--- src/core/icl_pkg.sv ---
// Purpose: Shared constants for the input clock lock configuration block
// Assumes: Classic Wishbone, 32-bit data, one word per register
// Notes:   Rate codes 12 to 15 are unsupported and stop the divider except in integer or composite mode

package icl_pkg;

   // ----------------------------------------
   // Sizes
   // ----------------------------------------
   localparam int NUM_IN = 14;
   localparam int RAT_W  = 16;
   localparam int DIV_W  = 15;
   localparam int CFG_W  = 6;

   // ----------------------------------------
   // Register byte offsets
   // ----------------------------------------
   localparam logic [7:0] OFS_MAIN3 = 8'h00;
   localparam logic [7:0] OFS_MAIN5 = 8'h04;
   localparam logic [7:0] OFS_TEST_CONTROL_ONE = 8'h08;
   localparam logic [7:0] OFS_INTEGER_DIVIDE_VALUE  = 8'h0C;
   localparam logic [7:0] OFS_ICR0  = 8'h10;
   localparam logic [7:0] OFS_STAT  = 8'h48;

   // ----------------------------------------
   // Fields of each input config register and of the status register
   // ----------------------------------------
   localparam int CFG_RATE_LSB = 0;
   localparam int CFG_L8K_BIT  = 4;
   localparam int CFG_INTEGER_DIVIDE_VALUE_BIT = 5;
   localparam int STAT_L8K_LSB = 16;

   // ----------------------------------------
   // Rate codes
   // ----------------------------------------
   localparam logic [3:0] RC_2K     = 4'h0;
   localparam logic [3:0] RC_4K     = 4'h1;
   localparam logic [3:0] RC_8K     = 4'h2;
   localparam logic [3:0] RC_PRI    = 4'h3;
   localparam logic [3:0] RC_6M312  = 4'h4;
   localparam logic [3:0] RC_6M48   = 4'h5;
   localparam logic [3:0] RC_19M44  = 4'h6;
   localparam logic [3:0] RC_25M92  = 4'h7;
   localparam logic [3:0] RC_38M88  = 4'h8;
   localparam logic [3:0] RC_51M84  = 4'h9;
   localparam logic [3:0] RC_77M76  = 4'hA;
   localparam logic [3:0] RC_155M52 = 4'hB;

   // ----------------------------------------
   // Reset values
   // ----------------------------------------
   // Input fourteen down to input one
   localparam logic [55:0] RST_RATE  = 56'h3336666666_2222;
   localparam logic [13:0] DIFF_MASK = 14'h0030;
   localparam logic [DIV_W-1:0] RST_INTEGER_DIVIDE_VALUE = 15'h0001;
   localparam int IN_ELEVEN = 10;
   localparam logic [RAT_W-1:0] RAT_ONE  = 16'h0001;
   localparam logic [RAT_W-1:0] RAT_HALF = 16'h0002;

   typedef enum logic [1:0] {
      ICL_DIRECT = 2'b00,
      ICL_LOCK_AT_EIGHT_KHZ_SELECT = 2'b01,
      ICL_INTEGER_DIVIDE_VALUE   = 2'b11
   } icl_mode_e;

   // Reference cycles per 8kHz period; zero marks no fixed ratio
   function automatic logic [RAT_W-1:0] f8k_ratio(input logic [3:0] c,
                                                 input logic       son);
      case (c)
         RC_8K:     return 16'h0001;
         RC_PRI:    return son ? 16'h00C1 : 16'h0100;
         RC_6M312:  return 16'h0315;
         RC_6M48:   return 16'h032A;
         RC_19M44:  return 16'h097E;
         RC_25M92:  return 16'h0CA8;
         RC_38M88:  return 16'h12FC;
         RC_51M84:  return 16'h1950;
         RC_77M76:  return 16'h25F8;
         RC_155M52: return 16'h4BF0;
         default:   return 16'h0000;
      endcase
   endfunction : f8k_ratio

endpackage : icl_pkg

--- src/core/icl_ref_div.sv ---
// Purpose: Per-input reference synchroniser and locking divider
// Assumes: Reference no faster than a quarter of clk_i, each level held two clk_i cycles
// Notes:   Counter restarts whenever mode or ratio changes

`timescale 1ns/1ps
`default_nettype none

module icl_ref_div (
   input  wire logic                     clk_i,
   input  wire logic                     rst_i,
   input  wire logic                     ce_i,
   input  wire logic                     ref_i,
   input  wire logic                     use_pulse_i,
   input  wire logic                     pulse_i,
   input  wire logic                     edge_pol_i,
   input  wire icl_pkg::icl_mode_e       mode_i,
   input  wire logic [icl_pkg::RAT_W-1:0] ratio_i,
   output logic                          tick_o
);

   logic                      s1_reg, s2_reg, s3_reg, lvl_reg;
   logic [icl_pkg::RAT_W-1:0] cnt_reg, ratio_q;
   icl_pkg::icl_mode_e        mode_q;
   logic                      chg, rise, fall, evt, cfg_chg, tick_reg;

   always_ff @(posedge clk_i) begin
      if (rst_i) begin
         s1_reg  <= 1'b0;
         s2_reg  <= 1'b0;
         s3_reg  <= 1'b0;
         lvl_reg <= 1'b0;
      end else if (ce_i) begin
         s1_reg <= ref_i;
         s2_reg <= s1_reg;
         s3_reg <= s2_reg;
         if (s2_reg == s3_reg) begin
            lvl_reg <= s3_reg;
         end
      end
   end

   assign chg  = (s2_reg == s3_reg) && (s3_reg != lvl_reg);
   assign rise = chg && s3_reg;
   assign fall = chg && !s3_reg;
   // Edge choice only matters when dividing to 8kHz
   assign evt  = use_pulse_i ? pulse_i :
                 ((mode_i == icl_pkg::ICL_LOCK_AT_EIGHT_KHZ_SELECT && edge_pol_i) ? fall : rise);
   assign cfg_chg = (ratio_i != ratio_q) || (mode_i != mode_q);

   always_ff @(posedge clk_i) begin
      if (rst_i) begin
         cnt_reg  <= '0;
         ratio_q  <= '0;
         mode_q   <= icl_pkg::ICL_DIRECT;
         tick_reg <= 1'b0;
      end else if (ce_i) begin
         ratio_q  <= ratio_i;
         mode_q   <= mode_i;
         tick_reg <= 1'b0;
         if (cfg_chg) begin
            cnt_reg <= '0;
         end else if (evt && ratio_i != '0) begin
            if (cnt_reg >= ratio_i - icl_pkg::RAT_ONE) begin
               cnt_reg  <= '0;
               tick_reg <= 1'b1;
            end else begin
               cnt_reg <= cnt_reg + icl_pkg::RAT_ONE;
            end
         end
      end
   end

   assign tick_o = tick_reg;
endmodule : icl_ref_div

`default_nettype wire

--- src/core/icl_top.sv ---
// Purpose: Input clock configuration and locking pre-division
// Assumes: Classic Wishbone slave, one-cycle ack, straps steady in reset
// Notes:   Reset wins over the clock enable
//
// Behaviour
// - Regional bit picks 1.544MHz or 2.048MHz
// - Regional bit reset value taken from pin
// - Inputs one, two default composite clock receivers
// - Composite mode forwards only recovered 8kHz
// - Format bit makes input one/two single-ended
// - Divider and lock-8k bits decode locking mode
// - Direct lock uses the programmed rate code
// - 155.52MHz direct lock is halved first
// - Lock-8k mode divides reference to 8kHz
// - Polarity bit picks edge in lock-8k
// - 2kHz and 4kHz ignore lock-8k bit
// - Integer mode divides by value plus one
// - One shared divide factor for all inputs
// - Integer mode ignores the rate code
// - Input eleven default follows primary/secondary select
// - Inputs twelve to fourteen default regional rate
// - Rate set per input format, 155.52MHz differential
//
// Added by the designer: the address map and register access over Wishbone.

`timescale 1ns/1ps
`default_nettype none

module icl_top (
   input  wire logic        clk_i,
   input  wire logic        rst_i,
   input  wire logic        ce_i,
   input  wire logic [7:0]  wb_adr_i,
   input  wire logic [31:0] wb_dat_i,
   input  wire logic [3:0]  wb_sel_i,
   input  wire logic        wb_we_i,
   input  wire logic        wb_cyc_i,
   input  wire logic        wb_stb_i,
   output logic      [31:0] wb_dat_o,
   output logic             wb_ack_o,
   input  wire logic        regional_rate_select_i,
   input  wire logic        primary_secondary_select_i,
   input  wire logic [13:0] ref_clk_i,
   input  wire logic [1:0]  cc_pos_i,
   input  wire logic [1:0]  cc_neg_i,
   output logic      [13:0] lock_tick_o,
   output logic      [13:0] lock_at_8k_o
);

   localparam int N = icl_pkg::NUM_IN;
   localparam int W = icl_pkg::RAT_W;

   // ----------------------------------------
   // Declarations
   // ----------------------------------------
   logic                         strap_r1, strap_r2, strap_r3;
   logic                         strap_p1, strap_p2, strap_p3;
   logic                         regional_reg;
   logic [1:0]                   fmt_sel_reg;
   logic                         sync_edge_polarity_reg;
   logic [icl_pkg::DIV_W-1:0]    integer_divide_value_reg;
   logic [icl_pkg::CFG_W-1:0]    cfg_reg [N];
   logic                         ack_reg;
   logic [31:0]                  rdat_reg, rdat_next;
   logic                         wr_en, rd_en;
   logic [N-1:0]                 unsup, use_pulse, cc_pulse, l8k_reg;
   icl_pkg::icl_mode_e           mode [N];
   logic [W-1:0]                 ratio [N];
   logic [1:0]                   cp1, cp2, cp3, cn1, cn2, cn3;
   logic [1:0]                   cp_lvl, cn_lvl, cp_rise, cn_rise;
   logic [1:0]                   cc_mark, cc_last_reg, cc_seen_reg, cc_bpv_reg;
   logic [1:0]                   cc_bpv;

   // ----------------------------------------
   // Strap synchronisers
   // ----------------------------------------
   // Not reset so that the strap level is already through during reset
   always_ff @(posedge clk_i) begin
      if (ce_i || rst_i) begin
         strap_r1 <= regional_rate_select_i;
         strap_r2 <= strap_r1;
         strap_r3 <= strap_r2;
         strap_p1 <= primary_secondary_select_i;
         strap_p2 <= strap_p1;
         strap_p3 <= strap_p2;
      end
   end

   // ----------------------------------------
   // Wishbone slave
   // ----------------------------------------
   assign rd_en = wb_cyc_i && wb_stb_i && !ack_reg;
   // Writes land at the edge where the master sees ack
   assign wr_en = wb_cyc_i && wb_stb_i && wb_we_i && ack_reg;

   always_ff @(posedge clk_i) begin
      if (rst_i) begin
         ack_reg <= 1'b0;
      end else if (ce_i) begin
         ack_reg <= rd_en;
      end
   end

   always_comb begin
      rdat_next = 32'h0000_0000;
      case (wb_adr_i[7:2])
         icl_pkg::OFS_MAIN3[7:2]: rdat_next[0] = regional_reg;
         icl_pkg::OFS_MAIN5[7:2]: rdat_next[1:0] = fmt_sel_reg;
         icl_pkg::OFS_TEST_CONTROL_ONE[7:2]: rdat_next[0] = sync_edge_polarity_reg;
         icl_pkg::OFS_INTEGER_DIVIDE_VALUE[7:2]:
            rdat_next[icl_pkg::DIV_W-1:0] = integer_divide_value_reg;
         icl_pkg::OFS_STAT[7:2]: begin
            rdat_next[N-1:0] = unsup;
            rdat_next[icl_pkg::STAT_L8K_LSB +: N] = l8k_reg;
         end
         default: begin
            for (int k = 0; k < N; k++) begin
               if (wb_adr_i[7:2] == 6'(icl_pkg::OFS_ICR0[7:2] + k)) begin
                  rdat_next[icl_pkg::CFG_W-1:0] = cfg_reg[k];
               end
            end
         end
      endcase
   end

   always_ff @(posedge clk_i) begin
      if (rst_i) begin
         rdat_reg <= 32'h0000_0000;
      end else if (ce_i && rd_en) begin
         rdat_reg <= rdat_next;
      end
   end

   assign wb_dat_o = rdat_reg;
   assign wb_ack_o = ack_reg;

   // ----------------------------------------
   // Global configuration
   // ----------------------------------------
   always_ff @(posedge clk_i) begin
      if (rst_i) begin
         regional_reg <= strap_r3;
      end else if (ce_i && wr_en && wb_sel_i[0] &&
                   wb_adr_i[7:2] == icl_pkg::OFS_MAIN3[7:2]) begin
         regional_reg <= wb_dat_i[0];
      end
   end

   always_ff @(posedge clk_i) begin
      if (rst_i) begin
         fmt_sel_reg <= 2'h0;
      end else if (ce_i && wr_en && wb_sel_i[0] &&
                   wb_adr_i[7:2] == icl_pkg::OFS_MAIN5[7:2]) begin
         fmt_sel_reg <= wb_dat_i[1:0];
      end
   end

   always_ff @(posedge clk_i) begin
      if (rst_i) begin
         sync_edge_polarity_reg <= 1'b0;
      end else if (ce_i && wr_en && wb_sel_i[0] &&
                   wb_adr_i[7:2] == icl_pkg::OFS_TEST_CONTROL_ONE[7:2]) begin
         sync_edge_polarity_reg <= wb_dat_i[0];
      end
   end

   always_ff @(posedge clk_i) begin
      if (rst_i) begin
         integer_divide_value_reg <= icl_pkg::RST_INTEGER_DIVIDE_VALUE;
      end else if (ce_i && wr_en &&
                   wb_adr_i[7:2] == icl_pkg::OFS_INTEGER_DIVIDE_VALUE[7:2]) begin
         if (wb_sel_i[0]) begin
            integer_divide_value_reg[7:0] <= wb_dat_i[7:0];
         end
         if (wb_sel_i[1]) begin
            integer_divide_value_reg[14:8] <= wb_dat_i[14:8];
         end
      end
   end

   // ----------------------------------------
   // Per-input config registers
   // ----------------------------------------
   always_ff @(posedge clk_i) begin
      if (rst_i) begin
         for (int k = 0; k < N; k++) begin
            cfg_reg[k] <= {2'b00, icl_pkg::RST_RATE[4*k +: 4]};
         end
         cfg_reg[icl_pkg::IN_ELEVEN] <=
            {2'b00, strap_p3 ? icl_pkg::RC_19M44 : icl_pkg::RC_6M48};
      end else if (ce_i && wr_en && wb_sel_i[0]) begin
         for (int k = 0; k < N; k++) begin
            if (wb_adr_i[7:2] == 6'(icl_pkg::OFS_ICR0[7:2] + k)) begin
               cfg_reg[k] <= wb_dat_i[icl_pkg::CFG_W-1:0];
            end
         end
      end
   end

   // ----------------------------------------
   // Composite clock receivers
   // ----------------------------------------
   always_ff @(posedge clk_i) begin
      if (rst_i) begin
         cp1    <= 2'h0;
         cp2    <= 2'h0;
         cp3    <= 2'h0;
         cn1    <= 2'h0;
         cn2    <= 2'h0;
         cn3    <= 2'h0;
         cp_lvl <= 2'h0;
         cn_lvl <= 2'h0;
      end else if (ce_i) begin
         cp1 <= cc_pos_i;
         cp2 <= cp1;
         cp3 <= cp2;
         cn1 <= cc_neg_i;
         cn2 <= cn1;
         cn3 <= cn2;
         cp_lvl <= (cp2 & ~(cp2 ^ cp3)) | (cp_lvl & (cp2 ^ cp3));
         cn_lvl <= (cn2 & ~(cn2 ^ cn3)) | (cn_lvl & (cn2 ^ cn3));
      end
   end

   assign cp_rise = cp3 & ~(cp2 ^ cp3) & ~cp_lvl;
   assign cn_rise = cn3 & ~(cn2 ^ cn3) & ~cn_lvl;
   assign cc_mark = cp_rise | cn_rise;
   // A mark of the same polarity as the last one is the 8kHz violation
   assign cc_bpv  = cc_mark & cc_seen_reg & ~(cp_rise ^ cc_last_reg);

   always_ff @(posedge clk_i) begin
      if (rst_i) begin
         cc_last_reg <= 2'h0;
         cc_seen_reg <= 2'h0;
         cc_bpv_reg  <= 2'h0;
      end else if (ce_i) begin
         cc_bpv_reg  <= cc_bpv;
         cc_seen_reg <= cc_seen_reg | cc_mark;
         cc_last_reg <= (cc_last_reg & ~cc_mark) | (cp_rise & cc_mark);
      end
   end

   // ----------------------------------------
   // Mode decode and divide ratio per input
   // ----------------------------------------
   genvar gi;
   generate
      for (gi = 0; gi < N; gi++) begin : g_in
         logic [3:0] rate;
         logic       fast_ok;
         assign rate    = cfg_reg[gi][icl_pkg::CFG_RATE_LSB +: 4];
         assign fast_ok = icl_pkg::DIFF_MASK[gi];
         if (gi < 2) begin : g_cc
            assign use_pulse[gi] = !fmt_sel_reg[gi];
            assign cc_pulse[gi]  = cc_bpv_reg[gi];
         end else begin : g_se
            assign use_pulse[gi] = 1'b0;
            assign cc_pulse[gi]  = 1'b0;
         end

         always_comb begin
            if (cfg_reg[gi][icl_pkg::CFG_INTEGER_DIVIDE_VALUE_BIT]) begin
               mode[gi] = icl_pkg::ICL_INTEGER_DIVIDE_VALUE;
            end else if (cfg_reg[gi][icl_pkg::CFG_L8K_BIT] &&
                         rate != icl_pkg::RC_2K && rate != icl_pkg::RC_4K) begin
               mode[gi] = icl_pkg::ICL_LOCK_AT_EIGHT_KHZ_SELECT;
            end else begin
               mode[gi] = icl_pkg::ICL_DIRECT;
            end
         end

         always_comb begin
            unsup[gi] = 1'b0;
            ratio[gi] = icl_pkg::RAT_ONE;
            if (use_pulse[gi]) begin
               ratio[gi] = icl_pkg::RAT_ONE;
            end else if (mode[gi] == icl_pkg::ICL_INTEGER_DIVIDE_VALUE) begin
               // Rate code plays no part here
               ratio[gi] = W'(integer_divide_value_reg) + icl_pkg::RAT_ONE;
            end else if (rate > icl_pkg::RC_155M52 ||
                         (rate == icl_pkg::RC_155M52 && !fast_ok)) begin
               unsup[gi] = 1'b1;
               ratio[gi] = '0;
            end else if (mode[gi] == icl_pkg::ICL_LOCK_AT_EIGHT_KHZ_SELECT) begin
               ratio[gi] = icl_pkg::f8k_ratio(rate, regional_reg);
            end else if (rate == icl_pkg::RC_155M52) begin
               ratio[gi] = icl_pkg::RAT_HALF;
            end else begin
               ratio[gi] = icl_pkg::RAT_ONE;
            end
         end

         icl_ref_div u_div (
            .clk_i       (clk_i),
            .rst_i       (rst_i),
            .ce_i        (ce_i),
            .ref_i       (ref_clk_i[gi]),
            .use_pulse_i (use_pulse[gi]),
            .pulse_i     (cc_pulse[gi]),
            .edge_pol_i  (sync_edge_polarity_reg),
            .mode_i      (mode[gi]),
            .ratio_i     (ratio[gi]),
            .tick_o      (lock_tick_o[gi])
         );
      end
   endgenerate

   // ----------------------------------------
   // Lock rate indication
   // ----------------------------------------
   always_ff @(posedge clk_i) begin
      if (rst_i) begin
         l8k_reg <= '0;
      end else if (ce_i) begin
         for (int k = 0; k < N; k++) begin
            l8k_reg[k] <= use_pulse[k] || (mode[k] != icl_pkg::ICL_DIRECT);
         end
      end
   end

   assign lock_at_8k_o = l8k_reg;
endmodule : icl_top

`default_nettype wire

--- config.mk ---
export PLATFORM = sky130hd
export DESIGN_NAME = icl_top
export DESIGN_NICKNAME = d
export VERILOG_FILES = /design/src/core/icl_pkg.sv /design/src/core/icl_ref_div.sv /design/src/core/icl_top.sv
export SDC_FILE = /design/constraint.sdc
export NUM_CORES = 2
export LEC_CHECK = 0
export BUFFER_PORTS_ARGS = -buffer_cell sky130_fd_sc_hd__buf_4
export CAP_MARGIN = 5
export CORE_MARGIN = 2
export CORE_UTILIZATION = 38
export CTS_CLUSTER_SIZE = 28
export DETAILED_ROUTE_END_ITERATION = 10
export SLEW_MARGIN = 20
export SYNTH_ARGS = -nofsm -noshare
export SYNTH_HDL_FRONTEND = slang
export SYNTH_SLANG_ARGS = --single-unit
--- constraint.sdc ---
create_clock -name clk_i -period 5.7 [get_ports clk_i]
set_input_delay 1.14 -clock clk_i [delete_from_list [all_inputs] [get_ports clk_i]]
set_output_delay 1.14 -clock clk_i [all_outputs]
set_load 0.1 [all_outputs]
; ---- After elaboration in Yosys (flattened, before gate mapping)
; Memory sizes are Yosys's and may differ from the RTL's.
; Index checks and enable logic that the tools add are counted.
[totals]
reg_bits = 637
ramBits = 84
input_bits = 70
out_inout_bits = 61
wordCells = 1064
memories = 1
[op_classes]
n_addsub = 29
n_lt_le_gt_ge = 28
eq_ne = 256
mux = 327
bitwise = 41
n_reduce_logical = 245
[memory_table]
columns = name, words, word_bits, read_ports, rd_ports_with_merged_regs, write_ports, line_no
row1 = cfg_reg, 14, 6, 14, 0, 14, icl_top.sv:62  ; logic [icl_pkg::CFG_W-1:0] cfg_reg [N];
[ops]
columns = cell, n
row1 = 15-bit case mux with 10 select lines, 14
row2 = 16-bit two-way mux, 86
row3 = "16-bit by 1-bit adder with 16-bit output, second input constant", 14
row4 = "4-bit by 3-bit equality test with 1-bit output, second input constant", 56
row5 = "4-bit equality test, second input constant", 56
row6 = 16-bit >= comparator, 14
row7 = 16-bit != test, 14
row8 = 16-bit nonzero test, 14
row9 = "16-bit by 1-bit subtractor with 16-bit output, second input constant", 14
row10 = 6-bit two-way mux, 29
row11 = 1-bit two-way mux, 163
row12 = "4-bit by 2-bit equality test with 1-bit output, second input constant", 28
row13 = 1-bit logical AND, 109
row14 = 2-bit AND reduction, 30
row15 = 2-bit two-way mux, 29
row16 = 2-bit nonzero test, 29
row17 = "4-bit greater-than comparator, second input constant", 14
row18 = "4-bit by 1-bit != test with 1-bit output, second input constant", 14
row19 = 4-bit nonzero test, 14
row20 = "6-bit by 4-bit equality test with 1-bit output, second input constant", 8
row21 = 1-bit logical OR, 29
row22 = "2-bit by 1-bit equality test with 1-bit output, second input constant", 14
row23 = "2-bit equality test, second input constant", 14
row24 = 2-bit != test, 14
row25 = 22 further kinds, 106

; ---- Depth between registers and ports, before layout
[logic_depth]
depth_word = 16
mapped_depth = 24
ltp_nobuf = 22

; ---- Hierarchy
; A second synthesis with hierarchy kept.
[unflattened]
cells_unflattened = 6154
hier_area_um2 = 51684.6
[by_module_without_submodules]
columns = mod, n_inst, cells_each, area_per_inst_um2, seq_area_each_um2
row1 = icl_ref_div (g_in[10].u_div ...), 10, 322, 2726.4, 780.7
row2 = icl_top, 1, 1768, 14053.5, 4414.2
row3 = icl_ref_div (g_in[0].u_div ...), 2, 290, 2610.0, 780.7
row4 = icl_ref_div (g_in[2].u_div ...), 2, 293, 2573.7, 780.7

; ---- Worst setup path before layout
; No wires, ideal clock.
[synth_path]
path_type = register -> register
start = memory cfg_reg[1][20] (netlist bit)
end = register g_in[11].u_div.cnt_reg[11] (netlist bit)
setup_ps = 72
t_arrival_ps = 4733
t_required_ps = 5628
slack_ps = 895
stages_incl_launch_ff = 22
n_path_buf = 1
synth_period_minus_slack_ps = 4805
cell_sequence = edfxtp_1 > inv_1 > ha_1 > clkbuf_1 > mux2_2 > nand3_1 > o32ai_1 > a2111oi_0 > and3_1 > and3_1 > nand3_1 > xnor2_1 > ha_1 > a21o_1 > a21o_1 > a21oi_1 > o21ai_0 > a21o_1 > and4b_1 > nor3b_2 > a21oi_1 > mux2i_1
[synth_lines]
columns = item, line_no
row1 = "start, declared", icl_top.sv:62
row2 = "end signal, assigned", icl_ref_div.sv:67  ; cnt_reg <= cnt_reg + icl_pkg::RAT_ONE;
row3 = "end, declared", icl_ref_div.sv:22  ; logic [icl_pkg::RAT_W-1:0] cnt_reg, ratio_q;

; ---- Worst setup path after layout
[layout_path]
start = register integer_divide_value_reg[6] (netlist bit)
end = register g_in[13].u_div.cnt_reg[5] (netlist bit)
[layout_between]
elab_chain_cells = 7
word_cells_on_any_way = 13
classes_between = 2 x add/sub / 1 x order compare / 1 x eq/ne / 4 x mux / 5 x reduce/logical
[layout_rtl]
columns = item, line_no
row1 = "start, declared", icl_top.sv:61  ; logic [icl_pkg::DIV_W-1:0] integer_divide_value_reg;
row2 = "start signal, assigned", icl_top.sv:169  ; integer_divide_value_reg <= icl_pkg::RST_INTEGER_DIVIDE_VALUE;
row3 = 15-bit by 1-bit adder with 16-bit output (*), icl_top.sv:279  ; ratio[gi] = W'(integer_divide_value_reg) + icl_pkg::RAT_ONE;
row4 = 16-bit two-way mux (*), icl_top.sv:277  ; end else if (mode[gi] == icl_pkg::ICL_INTEGER_DIVIDE_VALUE) begin
row5 = 16-bit by 1-bit subtractor with 16-bit output, icl_ref_div.sv:63  ; if (cnt_reg >= ratio_i - icl_pkg::RAT_ONE) begin
row6 = 16-bit >= comparator, icl_ref_div.sv:63
row7 = 16-bit two-way mux, icl_ref_div.sv:63
row8 = 16-bit two-way mux, icl_ref_div.sv:62  ; end else if (evt && ratio_i != '0) begin
row9 = 16-bit two-way mux, icl_ref_div.sv:60  ; if (cfg_chg) begin
row10 = "end signal, assigned", icl_ref_div.sv:67
row11 = "end, declared", icl_ref_div.sv:22
; Mark *: on every way between the ends. The rest lies on a longest branch, timed or not. The select of a mux whose other input is x is not followed.
; A chain may end at the register's enable or synchronous reset.

==> impl_metrics.toml <==
[setup_path]
crit_chain = "nand3_1 -> nor2_1 -> o221a_2 -> and4_1 -> nand4_1 -> or3_1 -> or3_1 -> o21ai_0 -> a22o_1 -> ha_1 -> a21o_1 -> a31o_2 -> a21oi_1 -> nand2b_1 -> a21oi_1 -> or2_2 -> a21oi_1"
worstSetupPathDepth = 17
rr_worst_depth = 17
worstReg2RegEnd = "g_in[13].u_div.cnt_reg[5]"
arrival_ns = 6.18
crit_top_cell = "a21oi_1"
critPathCaptureType = "register"
crit_buf_inv = 0
path_class = "register to register"
cp-start-kind = "register"
r2r-start = "integer_divide_value_reg[6]"
cp_max_fo = 12
crit_family = "simple AND/OR/NAND/NOR gates"
crit_path_start = "integer_divide_value_reg[6]"
critPathMaxStageDelay_ns = 0.76
slowest_stage = "dfxtp_1"
cp.required_ns = 6.33
reg2reg_setup_slack_ns = 0.15

[clock_network]
htreeDepth = 3
numCtsBuffers = 88
path_clk_slew_ns = 0.06
clock_latency_ns = 0.73
root_buffer = "clkbuf_16"
clock-sinks = 721
tritoncts = "built"
ctsLongestPathBuffers = 3
hold_buffers = 0

[pwr]
power.switching_w = 0.00386
seqPwrFrac = 0.410
p_leak_nw = 22.1
powerDensity_nw_per_um2 = 230
switching_share = 0.289
intPower_w = 0.00949
irDropWorstVdd_v = 0.000215
p_comb_frac = 0.141
clkPwrFrac = 0.449

[grt]
grt_overflow = 0
antenna_found_initial = 10
grt_max_degree = 118
grt_pass1_vias = 46000
track_usage = 0.265
grt_pass1_wl_um = 285000

[placed_design]
io_buffers = 106
hpwl_um = 138000
place_area_um2 = 54800
place.gp.congestion = 1.01
dp.cells = 8240

[route]
viasPerCell = 5.99
totalWireLength_um = 189000
wire_per_inst_um = 22.5
dr.pass1.iters = 6
ant_nets = 0
drt-initial-drc-count = 5675
vias = 50400
drc_errors = 0

[timing]
holdWs_ns = 0.422
max-slew-margin-rel = 0.185
max_freq_mhz = 180
skew_ns = 0.0347
finalSetupViolCount = 0
timing.final.crit_period_ns = 5.55
hold_viol_final = 0
drv_slew = 0
worstMarginPinSlew_ns = 1.22
timing.final.crit_share = 0.973
rsz0062_at_grt = "no"

[synthesis]
postSynth.asyncResetShare = 0
synth_ff_type = "dfxtp_1"
synthesis.area_per_instance_um2 = 7.89
syn-instance-count = 6538
synth_seq_cells = 721
synth_edf_count = 91
syn-cell-area_um2 = 51600
ys_seq_area_frac = 0.297
ys_warn_count = 0
synth_cell_types = 117
synth_top_area_frac = 0.244
ys_top_cells_by_area = "dfxtp_1, ha_1, nor2_1"
yosysTopAreaCell = "dfxtp_1"

[die]
die-area_um2 = 139000
num_rows = 135
io_pins = 131
coreArea_um2 = 135000
start_util = 0.382
die_x_um = 372
fp.dieH_um = 372

[min_path]
hold_start = "strap_r1"
hold_path.class = "register to register"
hold_depth = 0
min_to = "strap_r2"

[run_status]
status = "complete, no violations"

[finish]
fin_cells = 8411
drive_above_1_share = 0.0968
area_growth_pct = 12.3
final_util = 0.429
fin_area_um2 = 57900
nets = 6917

[job]
maxCapViolCount = 0
## kinds of logic (layout without fill, tap and decap cells)
| family | count (synthesis) | in the layout | synth area share |
|---|---|---|---|
| DFF | 721 | 721 | 0.297 |
| buffers and inverters | 578 | 663 | 0.0454 |
| muxes | 130 | 130 | 0.0255 |
| xor gates and xnor gates | 469 | 469 | 0.0802 |
| and+or+nand+nor | 2693 | 2693 | 0.261 |
| AOI/OAI and AO/OA | 1646 | 1646 | 0.218 |
| other | 1 | 8 | 0.0000727 |
| adders and majority gates | 300 | 300 | 0.0726 |
## power groups by stage
| stage | Sequential [W] | Clock (W) | Combinational (W) |
|---|---|---|---|
| after floorplan | 0.00558 | 0 | 0.00131 |
| after global placement | 0.00558 | 0 | 0.00182 |
| after detailed placement | 0.00558 | 0 | 0.00184 |
| after CTS | 0.00547 | 0.00611 | 0.00185 |
| after global routing | 0.00549 | 0.00629 | 0.00206 |
| final | 0.00548 | 0.00600 | 0.00188 |
## per-stage QoR
stage          setup TNS, ns  worst slack [ns]  power (W)
6_report                   0             0.154     0.0133
5_1_grt                    0           0.00133     0.0138
4_1_cts                    0            0.0807     0.0134
3_5_place_dp           -2.12            -0.262    0.00742
3_3_place_gp           -2.11            -0.240    0.00740
2_1_floorplan              0             0.895    0.00689
## placed cells by master (no fill, tap or decap), types with 35 or more instances in the layout
| cell type | Yosys | layout |
|---|---|---|
| nor2b_1 | 78 | 78 |
| xnor2_1 | 313 | 309 |
| o211ai_1 | 37 | 37 |
| and2_1 | 52 | 52 |
| a22oi_1 | 71 | 70 |
| nand3_1 | 280 | 279 |
| buf_4 | 28 | 333 |
| nor4_1 | 94 | 93 |
| mux2i_1 | 119 | 119 |
| ha_1 | 297 | 296 |
| a21o_1 | 104 | 104 |
| a31oi_1 | 53 | 52 |
| a211oi_1 | 228 | 228 |
| nor3_1 | 196 | 192 |
| xor2_1 | 153 | 151 |
| dfxtp_1 | 630 | 628 |
| o21ai_0 | 261 | 257 |
| or4_1 | 37 | 37 |
| nand3b_1 | 35 | 35 |
| o21a_1 | 50 | 50 |
| nand2b_1 | 91 | 91 |
| a21oi_1 | 396 | 394 |
| edfxtp_1 | 91 | 91 |
| or3_1 | 55 | 55 |
| and3_1 | 125 | 125 |
| inv_1 | 151 | 150 |
| nand2_1 | 573 | 572 |
| nand4_1 | 113 | 113 |
| nor2_1 | 772 | 768 |
| clkbuf_16 | 0 | 90 |
## area by class of cell
| cell class | count | area (um2) |
|---|---|---|
| repair buffers | 344 | 2700 |
| fillers | 13700 | 77200 |
| clock inverters | 45 | 564 |
| inverters | 154 | 583 |
| flip-flops and latches | 721 | 15300 |
| multi-input cells | 5241 | 34100 |
| diodes | 5 | 12.5 |
| clock buffers | 120 | 2460 |
| well taps | 1781 | 2230 |
## synth_stat cells (45+ instances only)
cell type	n
a211oi_1	228
a21o_1	104
a21oi_1	396
a22oi_1	71
a31oi_1	53
and2_1	52
and3_1	125
buf_1	45
clkbuf_1	312
dfxtp_1	630
edfxtp_1	91
ha_1	297
inv_1	151
mux2i_1	119
nand2_1	573
nand2b_1	91
nand3_1	280
nand4_1	113
nor2_1	772
nor2b_1	78
nor3_1	196
nor4_1	94
o21a_1	50
o21ai_0	261
or3_1	55
xnor2_1	313
xor2_1	153
## worst max path at each step
stage / end / slack [ns]
CTS: g_in[0].u_div.cnt_reg[5] / 0.08
floorplan: g_in[11].u_div.cnt_reg[11] / 0.89
detailed placement: g_in[0].u_div.cnt_reg[5] / -0.26
finish: g_in[13].u_div.cnt_reg[5] / 0.15
global placement: g_in[0].u_div.cnt_reg[3] / -0.24
global route: g_in[0].u_div.cnt_reg[5] / 0.001
## repair_timing
item                                    CTS  global route
gates cloned                              0             0
setup buffers                             0             1
endpoints found under the hold margin     0             0
gates resized for setup                   1            20
endpoints found under the setup margin   15            93
## per-layer routing
metal / wire length [um] / up-vias / track usage / part of all wire
met4: 8080 / 12 / 0.104 / 0.043
met3: 17400 / 378 / 0.0491 / 0.092
li1: - / 24000 / - / -
met1: 82700 / 24000 / 0.368 / 0.44
met2: 80700 / 1991 / 0.403 / 0.43
met5: 69 / - / 0 / 0.00037
Note: power is estimated with default switching activity, not from simulation.
